$ cat src/core/hub_cfg_defines.svh
// Purpose: Offsets, field positions, reset values and timing counts of the config loader.
// Assumes: 100 MHz pclk, byte-wide image in an SPI EEPROM.
// Notes: Definitions only.
`ifndef HUB_CFG_DEFINES_SVH
`define HUB_CFG_DEFINES_SVH

`define HDR_BASIC 8'hd2
`define HDR_FULL 8'hd4
`define HDR_BLANK 8'hff
`define LEN_BASIC 5'd13
`define LEN_FULL 5'd24
`define LEN_IDS 5'd7
`define LEN_BLANK 5'd1
`define IMG_BYTES 24
`define WP_MAGIC 8'h42
`define DESC_HUB 8'h29
`define DESC_ZERO 8'h00
`define SPI_READ_CMD 24'h030000
`define CMD_FRAMES 5'd3

`define CLK_NS 10
`define SPI_HALF_NS 50
`define SPI_HALF_CYC ((`SPI_HALF_NS + `CLK_NS - 1) / `CLK_NS)

`define REG_STATUS 12'h000
`define REG_IDS 12'h004
`define REG_RELEASE 12'h008
`define REG_PORTS 12'h00c
`define REG_POWER 12'h010
`define REG_CONTROL 12'h014

`define CTRL_RELOAD 0
`define CTRL_RESET 32'h00000000

// Image byte positions.
`define B_FILTER 7
`define B_PORTS 8
`define B_DEMAND 9
`define B_CTRL 10
`define B_DELAY 11
`define B_FLAGS 12
`define F_DEMAND_FS 8
`define F_DEMAND_HS 9
`define F_CTRL_BASE 12
`define F_DELAY 16
`define F_FLAGS 17
`define F_OPTS 18
`define F_WP 19
`define F_USABLE 22
`define F_DETACH 23

// Flag byte and option byte bits.
`define FL_ZERO_DESC 7
`define FL_COMPOUND 6
`define FL_LOW_RATE 5
`define FL_NO_IND 4
`define FL_SHARED 2
`define OP_SENSE 3
`define OP_FAULT_OFF 1
`define OP_FAULT_PER 0

`endif

$ cat src/core/hub_cfg_pkg.sv
// Purpose: Types shared by the configuration loader.
// Assumes: Constants live in hub_cfg_defines.svh.
// Notes: Types only.
package hub_cfg_pkg;
  typedef enum logic [1:0] {LD_IDLE, LD_SELECT, LD_SHIFT, LD_DONE} load_state_e;
  typedef logic [7:0] byte_t;
endpackage

$ cat src/core/hub_eeprom_config_loader.sv
// Purpose: Reads the hub configuration image from an SPI EEPROM and decodes it.
// Assumes: SPI mode 0 EEPROM with a 16-bit address read command; APB register access.
// Notes: All outputs are registered; enumeration waits for config_ready.
//
// What this block does
// RL1: Header byte 0xd2 selects the basic extended layout for the following bytes.
// RL2: Header byte 0xd4 selects the full layout with speed and power fields.
// RL3: Maker identifier is bytes 1 and 2, byte 1 low.
// RL4: Part identifier is bytes 3 and 4, byte 4 high.
// RL5: Byte 5 is skipped; byte 6 is the release identifier high byte.
// RL6: Byte 7 holds enabled-port and disabled-port fault filter times, default 0x88.
// RL7: Basic byte 8 upper nibble is the usable port mask; port count is its popcount.
// RL8: Basic byte 8 lower nibble flags detachable logical ports, packed over usable ports.
// RL9: Basic byte 9 is upstream current demand in 2 mA units.
// RL10: Full layout reports byte 8 at full speed and byte 9 at high speed.
// RL11: Controller current in mA; basic layout takes byte 10.
// RL12: Full layout picks controller current from bytes 12 to 15 by speed and supply.
// RL13: Power-good delay in 2 ms units, byte 11 basic or 16 full.
// RL14: Flag bit 7 lets descriptor type 0 act as 0x29; otherwise stall it.
// RL15: Flag bit 6 marks compound membership in characteristics bit 2.
// RL16: Flag bit 5 forces full-speed-only operation.
// RL17: Flag bit 4 switches indicators off and clears characteristics bit 7.
// RL18: Flag bit 2 selects shared power switching, shown in characteristics bit 0 and, in the basic layout, bit 3.
// RL19: Image writer keeps flag bits 3, 1 and 0 at zero.
// RL20: Image writer zero-fills full layout bytes 10 and 11.
// RL21: Full layout byte 19 equal to 0x42 locks out further EEPROM writes.
// RL22: Full layout sense bit makes power switch outputs active high when set.
// RL23: Full layout fault-disable bit turns off overcurrent detection on all ports.
// RL24: A blank image of all ones enumerates as a vendor-class programming device.
// RL25: Read image from address zero after reset; hold enumeration until fields latched.
`timescale 1ns/1ps
`include "hub_cfg_defines.svh"
`default_nettype none

module hub_eeprom_config_loader
  import hub_cfg_pkg::*;
#(
  parameter int PORTS = 4,
  parameter logic [7:0] RELEASE_LOW = 8'h00 // Arbitrary value.
) (
  input wire logic pclk,
  input wire logic presetn,
  input wire logic psel,
  input wire logic penable,
  input wire logic pwrite,
  input wire logic [11:0] paddr,
  input wire logic [31:0] pwdata,
  output logic [31:0] prdata,
  output logic pready,
  output logic pslverr,
  output logic spi_sck,
  output logic spi_cs_n,
  output logic spi_mosi,
  input wire logic spi_miso,
  input wire logic high_speed_link,
  input wire logic self_powered_pin,
  input wire logic hub_desc_req,
  input wire logic [7:0] hub_desc_type,
  output logic hub_desc_accept,
  output logic hub_desc_stall,
  input wire logic [PORTS-1:0] indicator_request,
  output logic [PORTS-1:0] indicator_drive,
  input wire logic [PORTS-1:0] port_power_request,
  output logic [PORTS-1:0] port_power_ctl,
  input wire logic [PORTS-1:0] port_fault_pin,
  output logic [PORTS-1:0] port_fault_seen,
  output logic config_ready,
  output logic enumerate_hub,
  output logic vendor_class_mode,
  output logic write_locked,
  output logic low_rate_only,
  output logic accept_zero_descriptor_type,
  output logic [15:0] maker_identifier,
  output logic [15:0] part_identifier,
  output logic [15:0] release_identifier,
  output logic [3:0] on_port_fault_filter,
  output logic [3:0] off_port_fault_filter,
  output logic [PORTS-1:0] usable_port_mask,
  output logic [PORTS-1:0] detachable_port_mask,
  output logic [2:0] port_count,
  output logic [7:0] upstream_current_demand,
  output logic [7:0] hub_logic_current_field,
  output logic [7:0] power_settle_field,
  output logic [15:0] hub_characteristics
);

  ////////////////////////////////////////////////////////////////////////////
  // Input synchronisers.

  logic [1:0] miso_sync;
  logic [1:0] self_sync;
  logic [PORTS-1:0] fault_meta;
  logic [PORTS-1:0] fault_sync;

  always_ff @(posedge pclk or negedge presetn) begin
    if (!presetn) begin
      miso_sync <= 2'b00;
      self_sync <= 2'b00;
      fault_meta <= '0;
      fault_sync <= '0;
    end else begin
      miso_sync <= {miso_sync[0], spi_miso};
      self_sync <= {self_sync[0], self_powered_pin};
      fault_meta <= port_fault_pin;
      fault_sync <= fault_meta;
    end
  end

  ////////////////////////////////////////////////////////////////////////////
  // APB slave.

  logic apb_access;
  logic reload_req;

  assign apb_access = psel & penable & pready;

  always_ff @(posedge pclk or negedge presetn) begin
    if (!presetn) begin
      pready <= 1'b0;
    end else begin
      pready <= psel & penable & ~pready;
    end
  end

  // The only writable bit is a self-clearing reload request.
  always_ff @(posedge pclk or negedge presetn) begin
    if (!presetn) begin
      reload_req <= 1'b0;
    end else begin
      reload_req <= apb_access & pwrite & (paddr == `REG_CONTROL) & pwdata[`CTRL_RELOAD];
    end
  end

  always_ff @(posedge pclk or negedge presetn) begin
    if (!presetn) begin
      prdata <= 32'h00000000;
      pslverr <= 1'b0;
    end else if (psel & penable & ~pready) begin
      pslverr <= 1'b0;
      case (paddr)
        `REG_STATUS: prdata <= {26'h0, low_rate_only, write_locked, vendor_class_mode,
                                enumerate_hub, config_ready, ~spi_cs_n};
        `REG_IDS: prdata <= {part_identifier, maker_identifier};
        `REG_RELEASE: prdata <= {8'h00, on_port_fault_filter, off_port_fault_filter,
                                 release_identifier};
        `REG_PORTS: prdata <= {hub_characteristics, 5'h00, port_count,
                               detachable_port_mask, usable_port_mask};
        `REG_POWER: prdata <= {8'h00, power_settle_field, hub_logic_current_field,
                               upstream_current_demand};
        `REG_CONTROL: prdata <= `CTRL_RESET;
        default: begin
          prdata <= 32'h00000000;
          pslverr <= 1'b1;
        end
      endcase
    end
  end

  ////////////////////////////////////////////////////////////////////////////
  // SPI reader.

  load_state_e state;
  logic [7:0] div_cnt;
  logic tick;
  logic [2:0] bit_idx;
  logic [4:0] frame;
  logic [4:0] img_len;
  logic [6:0] rx_sh;
  logic [23:0] tx_sh;
  byte_t img [`IMG_BYTES];
  byte_t rx_byte;
  logic [4:0] img_pos;

  assign tick = (div_cnt == 8'(`SPI_HALF_CYC - 1));
  assign rx_byte = {rx_sh, miso_sync[1]};
  assign img_pos = frame - `CMD_FRAMES;

  always_ff @(posedge pclk or negedge presetn) begin
    if (!presetn) begin
      div_cnt <= 8'h00;
    end else if (tick || state == LD_IDLE || state == LD_DONE) begin
      div_cnt <= 8'h00;
    end else begin
      div_cnt <= div_cnt + 8'h01;
    end
  end

  // Read starts at address zero and streams on without re-addressing.
  always_ff @(posedge pclk or negedge presetn) begin
    if (!presetn) begin
      state <= LD_IDLE;
      spi_sck <= 1'b0;
      spi_cs_n <= 1'b1;
      spi_mosi <= 1'b0;
      bit_idx <= 3'h0;
      frame <= 5'h00;
      img_len <= `LEN_FULL;
      rx_sh <= 7'h00;
      tx_sh <= `SPI_READ_CMD;
      config_ready <= 1'b0;
    end else begin
      case (state)
        LD_IDLE: begin // see RL25
          spi_cs_n <= 1'b0;
          spi_mosi <= tx_sh[23];
          state <= LD_SELECT;
        end
        LD_SELECT: begin
          if (tick) begin
            state <= LD_SHIFT;
          end
        end
        LD_SHIFT: begin
          if (tick && !spi_sck) begin
            spi_sck <= 1'b1;
            rx_sh <= rx_byte[6:0];
            if (bit_idx == 3'h7 && frame == `CMD_FRAMES) begin
              case (rx_byte)
                `HDR_BASIC: img_len <= `LEN_BASIC; // see RL1
                `HDR_FULL: img_len <= `LEN_FULL; // see RL2
                `HDR_BLANK: img_len <= `LEN_BLANK; // see RL24
                default: img_len <= `LEN_IDS;
              endcase
            end
          end else if (tick) begin
            spi_sck <= 1'b0;
            bit_idx <= bit_idx + 3'h1;
            tx_sh <= {tx_sh[22:0], 1'b0};
            spi_mosi <= tx_sh[22];
            if (bit_idx == 3'h7) begin
              frame <= frame + 5'h01;
              if (frame + 5'h01 == `CMD_FRAMES + img_len) begin
                spi_cs_n <= 1'b1;
                state <= LD_DONE;
              end
            end
          end
        end
        LD_DONE: begin
          config_ready <= ~reload_req; // see RL25
          if (reload_req) begin
            state <= LD_IDLE;
            bit_idx <= 3'h0;
            frame <= 5'h00;
            img_len <= `LEN_FULL;
            tx_sh <= `SPI_READ_CMD;
          end
        end
        default: state <= LD_IDLE;
      endcase
    end
  end

  // Bytes an image does not carry keep their reset defaults or the values left by an earlier image.
  always_ff @(posedge pclk or negedge presetn) begin
    if (!presetn) begin
      for (int i = 0; i < `IMG_BYTES; i++) begin
        img[i] <= 8'h00;
      end
      img[`B_FILTER] <= 8'h88;
      img[`F_DEMAND_FS] <= 8'h28;
      img[`F_DEMAND_HS] <= 8'h57;
      img[`F_CTRL_BASE] <= 8'h50;
      img[`F_CTRL_BASE + 1] <= 8'hae;
      img[`F_CTRL_BASE + 2] <= 8'h50;
      img[`F_CTRL_BASE + 3] <= 8'h64;
      img[`F_DELAY] <= 8'h32;
      img[`F_FLAGS] <= 8'h80;
      img[`F_USABLE] <= 8'h0f;
      img[`F_DETACH] <= 8'h0f;
    end else if (state == LD_SHIFT && tick && !spi_sck && bit_idx == 3'h7 &&
                 frame >= `CMD_FRAMES) begin
      img[img_pos] <= rx_byte;
    end
  end

  ////////////////////////////////////////////////////////////////////////////
  // Decode.

  logic full_fmt;
  logic blank_img;
  logic hs_eff;
  byte_t flags;
  byte_t opts;
  logic [PORTS-1:0] usable_v;
  logic [PORTS-1:0] detach_logical;
  logic [PORTS-1:0] detach_v;
  logic [2:0] count_v;
  logic shared_pwr;

  assign full_fmt = (img[0] != `HDR_BASIC); // see RL2
  assign blank_img = (img[0] == `HDR_BLANK);
  assign flags = full_fmt ? img[`F_FLAGS] : img[`B_FLAGS];
  assign opts = full_fmt ? img[`F_OPTS] : 8'h00;
  assign hs_eff = high_speed_link & ~flags[`FL_LOW_RATE]; // see RL16
  assign shared_pwr = flags[`FL_SHARED];
  assign usable_v = full_fmt ? img[`F_USABLE][PORTS-1:0] : img[`B_PORTS][7:4]; // see RL7
  assign detach_logical = full_fmt ? img[`F_DETACH][PORTS-1:0] : img[`B_PORTS][3:0];

  // Logical ports are counted over usable physical ports in ascending order.
  always_comb begin
    count_v = 3'h0;
    detach_v = '0;
    for (int p = 0; p < PORTS; p++) begin
      if (usable_v[p]) begin
        detach_v[p] = detach_logical[count_v[1:0]]; // see RL8
        count_v = count_v + 3'h1; // see RL7
      end
    end
  end

  always_ff @(posedge pclk or negedge presetn) begin
    if (!presetn) begin
      maker_identifier <= 16'h0000;
      part_identifier <= 16'h0000;
      release_identifier <= 16'h0000;
      on_port_fault_filter <= 4'h8;
      off_port_fault_filter <= 4'h8;
      usable_port_mask <= '0;
      detachable_port_mask <= '0;
      port_count <= 3'h0;
      upstream_current_demand <= 8'h00;
      hub_logic_current_field <= 8'h00;
      power_settle_field <= 8'h00;
      hub_characteristics <= 16'h0000;
      accept_zero_descriptor_type <= 1'b1;
      low_rate_only <= 1'b0;
      write_locked <= 1'b0;
      enumerate_hub <= 1'b0;
      vendor_class_mode <= 1'b0;
    end else begin
      maker_identifier <= {img[2], img[1]}; // see RL3
      part_identifier <= {img[4], img[3]}; // see RL4
      release_identifier <= {img[6], RELEASE_LOW}; // see RL5
      on_port_fault_filter <= img[`B_FILTER][7:4]; // see RL6
      off_port_fault_filter <= img[`B_FILTER][3:0]; // see RL6
      usable_port_mask <= usable_v;
      detachable_port_mask <= detach_v;
      port_count <= count_v;
      if (!full_fmt) begin
        upstream_current_demand <= img[`B_DEMAND]; // see RL9
        hub_logic_current_field <= img[`B_CTRL]; // see RL11
        power_settle_field <= img[`B_DELAY]; // see RL13
      end else begin
        upstream_current_demand <= hs_eff ? img[`F_DEMAND_HS] : img[`F_DEMAND_FS]; // see RL10
        hub_logic_current_field <= img[`F_CTRL_BASE + {self_sync[1], hs_eff}]; // see RL12
        power_settle_field <= img[`F_DELAY]; // see RL13
      end
      hub_characteristics <= {8'h00, ~flags[`FL_NO_IND], 2'b00, // see RL17
                              full_fmt ? opts[`OP_FAULT_OFF] : 1'b0,
                              full_fmt ? opts[`OP_FAULT_PER] : ~shared_pwr,
                              flags[`FL_COMPOUND], // see RL15
                              1'b0, ~shared_pwr}; // see RL18
      accept_zero_descriptor_type <= flags[`FL_ZERO_DESC];
      low_rate_only <= flags[`FL_LOW_RATE]; // see RL16
      write_locked <= full_fmt & (img[`F_WP] == `WP_MAGIC); // see RL21
      enumerate_hub <= config_ready & ~blank_img; // see RL25
      vendor_class_mode <= config_ready & blank_img; // see RL24
    end
  end

  ////////////////////////////////////////////////////////////////////////////
  // Port-side effects of the decoded settings.

  always_ff @(posedge pclk or negedge presetn) begin
    if (!presetn) begin
      indicator_drive <= '0;
      port_power_ctl <= '1;
      port_fault_seen <= '0;
      hub_desc_accept <= 1'b0;
      hub_desc_stall <= 1'b0;
    end else begin
      indicator_drive <= flags[`FL_NO_IND] ? '0 : indicator_request; // see RL17
      // Ports stay switched off until the sense of the switch is known.
      port_power_ctl <= (config_ready ? port_power_request : '0) ^
                        {PORTS{~opts[`OP_SENSE]}}; // see RL22
      port_fault_seen <= opts[`OP_FAULT_OFF] ? '0 : fault_sync; // see RL23
      hub_desc_accept <= hub_desc_req & ((hub_desc_type == `DESC_HUB) |
                         ((hub_desc_type == `DESC_ZERO) & flags[`FL_ZERO_DESC])); // see RL14
      hub_desc_stall <= hub_desc_req & (hub_desc_type != `DESC_HUB) &
                        ~((hub_desc_type == `DESC_ZERO) & flags[`FL_ZERO_DESC]); // see RL14
    end
  end

endmodule

`default_nettype wire

$ cat config.mk
export PLATFORM = sky130hd
export DESIGN_NAME = hub_eeprom_config_loader
export DESIGN_NICKNAME = d
export VERILOG_FILES = /design/src/core/hub_cfg_pkg.sv /design/src/core/hub_eeprom_config_loader.sv
export VERILOG_INCLUDE_DIRS = /design/src /design/src/core
export SDC_FILE = /design/constraint.sdc
export NUM_CORES = 1
export LEC_CHECK = 0
export ABC_CLOCK_PERIOD_IN_PS = 3600
export BUFFER_PORTS_ARGS = -buffer_cell sky130_fd_sc_hd__buf_2
export CORE_MARGIN = 4
export CORE_UTILIZATION = 35
export CTS_CLUSTER_SIZE = 14
export DETAILED_ROUTE_END_ITERATION = 6
export GPL_TIMING_DRIVEN = 0
export SYNTH_ARGS = -nofsm -noshare
export SYNTH_HDL_FRONTEND = slang
export SYNTH_SLANG_ARGS = --single-unit
$ cat constraint.sdc
create_clock -name pclk -period 3.6 [get_ports pclk]
set_clock_uncertainty 0.15 [all_clocks]
set_input_delay 0.72 -clock pclk [delete_from_list [all_inputs] [get_ports pclk]]
set_output_delay 0.72 -clock pclk [all_outputs]
set_load 0.005 [all_outputs]
After elaboration in Yosys (flattened, before gate mapping) --
Index checks and enable logic that the tools add are counted. Widths: inputs -> output; s select.
Cells by class: $add $sub $neg 9, order comparisons 7, equal/unequal tests 28, multiplexer cells 71, bitwise operators 27, reductions and logical operators 25
Operator list (number):
- $bwmux 192 | 1
- $pmux 32 s5 | 1
- $mux 24 | 3
- $mux 8 | 9
- $pmux 24 s2 | 1
- $bmux 8 s5 | 1
- $demux 8 s5 | 1
- $mux 5 | 7
- $ge 33x6->1 const B | 1
- $not 5->33 | 1
- $eq 8x8->1 const B | 4
- $eq 12x4->1 const B | 2
- $eq 12x5->1 const B | 2
- $mux 4 | 6
- $pmux 5 s2 | 2
- $mux 1 | 19
- $mux 3 | 6
- $pmux 5 s3 | 1
- $and 1x1->1 | 14
- $ne 2x2->1 const B | 7
- $eq 12x3->1 const B | 1
- $logic_not 12->1 | 1
- $mux 2 | 6
- $reduce_and 5->1 | 2
- 42 further kinds | 68
Storage, ports and cells: register bits 404, input port bits 73, output and inout bits 164, logic and storage cells 232

Longest topological paths before layout --
word-level depth 10, gate-level depth with buffers 10, mapped depth without buffers 10

Worst setup path after synthesis --
Ideal clock, no wire load.
path kind register -> register, start register img[184] (netlist bit), end register port_count[1], library setup time 0.125 ns, data arrival time 2.804 ns, data required time 3.325 ns, path slack 0.521 ns, cell stages (with the launch flop) 9, path buffers 1, clock period less this slack 3.079 ns, cells stage by stage dfrtp_1 or4_1 nor2_4 mux2i_1 ha_1 clkbuf_1 xnor2_1 ha_1 mux2_2
On the way: cells in the longest elaborated chain, start to end 9
RTL lines:
- from (decl) | RTL line hub_eeprom_config_loader.sv:170 | byte_t img [`IMG_BYTES];
- from (signal, indexed assignment) | RTL line hub_eeprom_config_loader.sv:273 | img[img_pos] <= rx_byte;
- $ne 8x8->1 (no source line) *
- $mux 4 * | RTL line hub_eeprom_config_loader.sv:297 | assign usable_v = full_fmt ? img[`F_USABLE][PORTS-1:0] : img[`B_PORTS][7:4];
- $mux 1 | RTL line hub_eeprom_config_loader.sv:305 | if (usable_v[p]) begin
- $add 1x1->2 | RTL line hub_eeprom_config_loader.sv:307 | count_v = count_v + 3'h1;
- $mux 3 | RTL line hub_eeprom_config_loader.sv:305
- $add 3x1->3 | RTL line hub_eeprom_config_loader.sv:307
- $mux 3 | RTL line hub_eeprom_config_loader.sv:305
- $add 3x1->3 | RTL line hub_eeprom_config_loader.sv:307
- $mux 3 * | RTL line hub_eeprom_config_loader.sv:305
- via count_v[1] | RTL line hub_eeprom_config_loader.sv:288 | logic [2:0] count_v;
- to (signal assigned) | RTL line hub_eeprom_config_loader.sv:339 | port_count <= count_v;
- to (decl) | RTL line hub_eeprom_config_loader.sv:80 | output logic [2:0] port_count,
The timed path passes the listed nets; every way through them passes the cells marked *. A chain may end at the register's enable or synchronous reset.

Worst setup path after layout --
Same ends and word-level chain as after synthesis.

==> implementation parameters <==
Parameter                              Value

Run status
  Status ... finished, final reports clean

Layout
  Final net count ... 1499
  Area added between synthesis and finish ... 21.98%
  Layout filler cell count ... approximately 3800
  Share of final-layout standard cells stronger than drive strength 1 ... between 30% and 40%
  Final antenna diode count ... 0
  Area of all placed cells without fillers ... 17660 um^2
  Final core utilization ... 43.26%
  Count of placed standard cells in the final layout, fillers left out ... approximately 2000

Critical path
  Worst EP required ... 3870 ps
  Critical path buffer and inverter count ... 1
  Setup slack on the worst flop-to-flop path ... 260 ps
  Cell seen most often among critical-path stages ... ha_1
  End of the worst register-to-register path ... port_count[1]
  Worst setup path category ... register to register
  Slowest stage cell, crit path ... or4_1
  Peak fanout along the critical path ... 10
  Worst EP arrival ... 3610 ps
  Worst reg2reg path depth ... 8
  Highest cell delay on the worst timing path ... about 630 ps
  Dominant delay contributor by cell family on the critical path ... simple AND/OR/NAND/NOR gates
  Sort of element at the start of the critical path ... register
  Chain of cells forming the critical path ... or4_1 > nor2_4 > mux2i_2 > ha_1 > clkbuf_1 > xnor2_1 > ha_1 > mux2_2
  FF-to-FF Start ... img[184]
  Kind of end point of the critical path ... register

Place
  HPWL after detailed placement ... 28090 um
  Placement-stage cell area ... 16230 um^2
  Placer Congestion ... 0.8538
  Count of buffers from port buffering ... approximately 190
  Cell count after placement ... between 1500 and 2000

Min path
  Worst hold start ... spi_miso
  Number of cells on the worst hold path ... 1
  Hold Path End ... miso_sync[0]
  Worst min-delay path category ... input port to register

GRT
  Global Route Usage Sum ... 17.22%
  Gr busiest metal ... met2
  Grt met1 use ... 22.92%
  Number of global-route vias before repair ... around 10000
  Met2 usage ... roughly 28%
  Global-route wire length before repair ... between 50000 and 60000 um
  Aggregate global routing overflow ... 0
  Maximum number of pins on one net before global-route repair ... ~120
  Met3 track utilization from global routing ... 3.171%
  Initial antenna violation count ... 1

Route
  Iter 0 DRT Violations ... 580
  Number of remaining DRC errors ... 0
  Length of the first detailed-routing pass in iterations ... 5
  Antenna viol nets, final ... 0
  Routed Wire Length ... 38620 um
  Via/cell ratio ... 4.954
  Average detailed-routed wire length per instance ... 19.61 um
  Total number of vias ... 9759

Synth
  Leading post-synthesis cells by instance count ... 303 x dfrtp_1, 173 x mux2_2, 124 x nand2_1
  Most area-hungry cell type in the Yosys netlist ... dfrtp_1
  Number of distinct standard cells referenced by the synthesized netlist ... 70
  Share of the synthesized area in the top cell type ... approximately 52%
  Biggest area contributors in the synthesized netlist ... dfrtp_1 52%, mux2_2 13%, dfstp_2 8.2%
  Most instantiated library cell after synthesis ... dfrtp_1
  Sequential share of the synthesized area ... 60.53%
  Post-Synthesis Cell Area ... 14480 um^2
  Average instance area after synthesis ... approximately 12 um^2
  Number of enable flip-flop cells after synthesis ... 0
  Most frequently used flop master after synthesis ... dfrtp_1
  Number of synthesis warnings ... 0
  Register bit count reported by yosys ... 348
  Synth Instances ... 1159
  Asr flop ratio synth ... 100.0%

Flow run
  MaxCap Viol Count ... 0

Clock network
  Insertion delay to the later sink of the worst-skew pair ... 560 ps
  CTS clock-pin slew for the worst setup and hold paths ... 60 ps
  Number of buffers on the longest clock path ... 3
  # H-tree levels ... 2
  CTS tree ... done
  Sinks on the clock net ... about 350
  Clock buffer count from CTS ... 38
  Root buffer cell ... clkbuf_16

STA
  Minimum clock period ... 3335 ps
  Final count of hold timing violations ... 0
  Unrepaired setup endpoints after global routing ... no
  Setup Viol. Count Final ... 0
  Pin slew with the least headroom to its limit ... 952.2 ps
  Max-slew violation count ... 0
  Peak clock frequency supported by timing ... 299.8 MHz
  Relative slew slack ... approximately 36%
  Crit share post-route ... 92.65%

Die
  Effective utilization at floorplan ... 35.46%
  # IOs ... ~240
  Vertical die dimension ... 211.4 um
  Die Footprint ... around 45000 um^2
  Core Region ... 40830 um^2
  Chip Width ... 211.4 um
  Number of rows created at floorplan ... 74

Power
  Areal power density over the cells ... 482.2 nW/um^2
  Max VDD drop ... 0.3274 mV
  Leakage ... 8.637 nW
-- registers in the layout (all words and copies together), names as in the netlist, 7 cells and up --
| signal | count |
|---|---|
| hub_logic_current_field | 8 |
| rx_sh | 7 |
| power_settle_field | 8 |
| maker_identifier | 16 |
| img | 152 |
| tx_sh | 8 |
| release_identifier | 8 |
| div_cnt | 8 |
| upstream_current_demand | 8 |
| prdata | 32 |
| part_identifier | 16 |
-- layout make-up --
class	count	area, um^2	share of cell area [%]
Tap cell	532	665.6	3.769
Clock inverter	14	320.3	1.814
Inverter	21	78.83	0.4463
Clock buffer	55	1075	6.085
Timing Repair Buffer	192	1051	5.951
Sequential cell	348	8765	49.62
Buffer	77	365.4	2.069
Multi-Input combinational cell	731	5341	30.24
-- through the flow --
step / power [mW] / hold WS, ps / worst slack (ps) / setup TNS, ps
floorplan: 4.095 / 181.2 / 521.3 / 0
global placement: 4.258 / 187.7 / -4975 / -1613070
detailed placement: 4.274 / 184.7 / 11.11 / 0
CTS: 8.627 / 89.52 / 52.85 / 0
global route: 8.813 / 103.6 / 92.18 / 0
finish: 8.516 / 123.9 / 264.7 / 0
-- how the worst max path moves through the flow --
stage / start / slack [ps] / cells past startpoint / endpoint
after floorplan: img[184] / 520 / 8 / port_count[1]
after global placement: presetn / -4970 / 1 / fault_meta[0]
after detailed placement: paddr[4] / 10 / 9 / prdata[14]
after CTS: img[184] / 50 / 9 / detachable_port_mask[3]
after global routing: img[184] / 90 / 10 / detachable_port_mask[3]
final: img[184] / 260 / 8 / port_count[1]
-- repair_timing --
item                                   4_1_cts  5_1_grt
endpoints found under the hold margin       16        0
buffers inserted                             0        3
setup endpoints to repair                    0        3
hold buffers                                 1        0
resized for setup                            0        1
-- kinds of logic after synthesis --
| group | count (synthesis) | synth area share, % |
|---|---|---|
| AOI/OAI and AO/OA | 172 | 7.907 |
| xor gates and xnor gates | 25 | 1.607 |
| adders and majority gates | 17 | 1.469 |
| buffers and inverters | 98 | 3.068 |
| DFF | 348 | 60.53 |
| muxes | 194 | 15.08 |
| other | 1 | 0.02590 |
| and+or+nand+nor | 304 | 10.31 |
-- cells in the final DEF (no fill, tap or decap), types with 10 or more instances in the layout --
cell and instances:
a21oi_1 35, a22oi_1 19, and3_1 12, buf_2 188, buf_4 22, clkbuf_1 60
clkbuf_16 38, conb_1 19, dfrtp_1 303, dfstp_2 45, ha_1 17, inv_1 19
mux2_2 173, mux2i_1 18, nand2_1 124, nand3_1 21, nor2_1 57, nor2_2 11
nor2b_1 18, o211ai_1 10, o21ai_0 48, xnor2_1 12, xor2_1 12
-- power by group --
group	total (mW)	switching [mW]	internal (mW)
Clock	4.32	1.59	2.73
Combinational	0.248	0.176	0.0717
Sequential	3.95	0.0144	3.94
-- routing by layer --
metal | vias up | routed length [um]
met5 | - | 10
met4 | 2 | 1086
met3 | 64 | 2083
met2 | 248 | 18590
met1 | 4910 | 16850
li1 | 4535 | -
No activity file was read; power rests on OpenSTA's default activity.
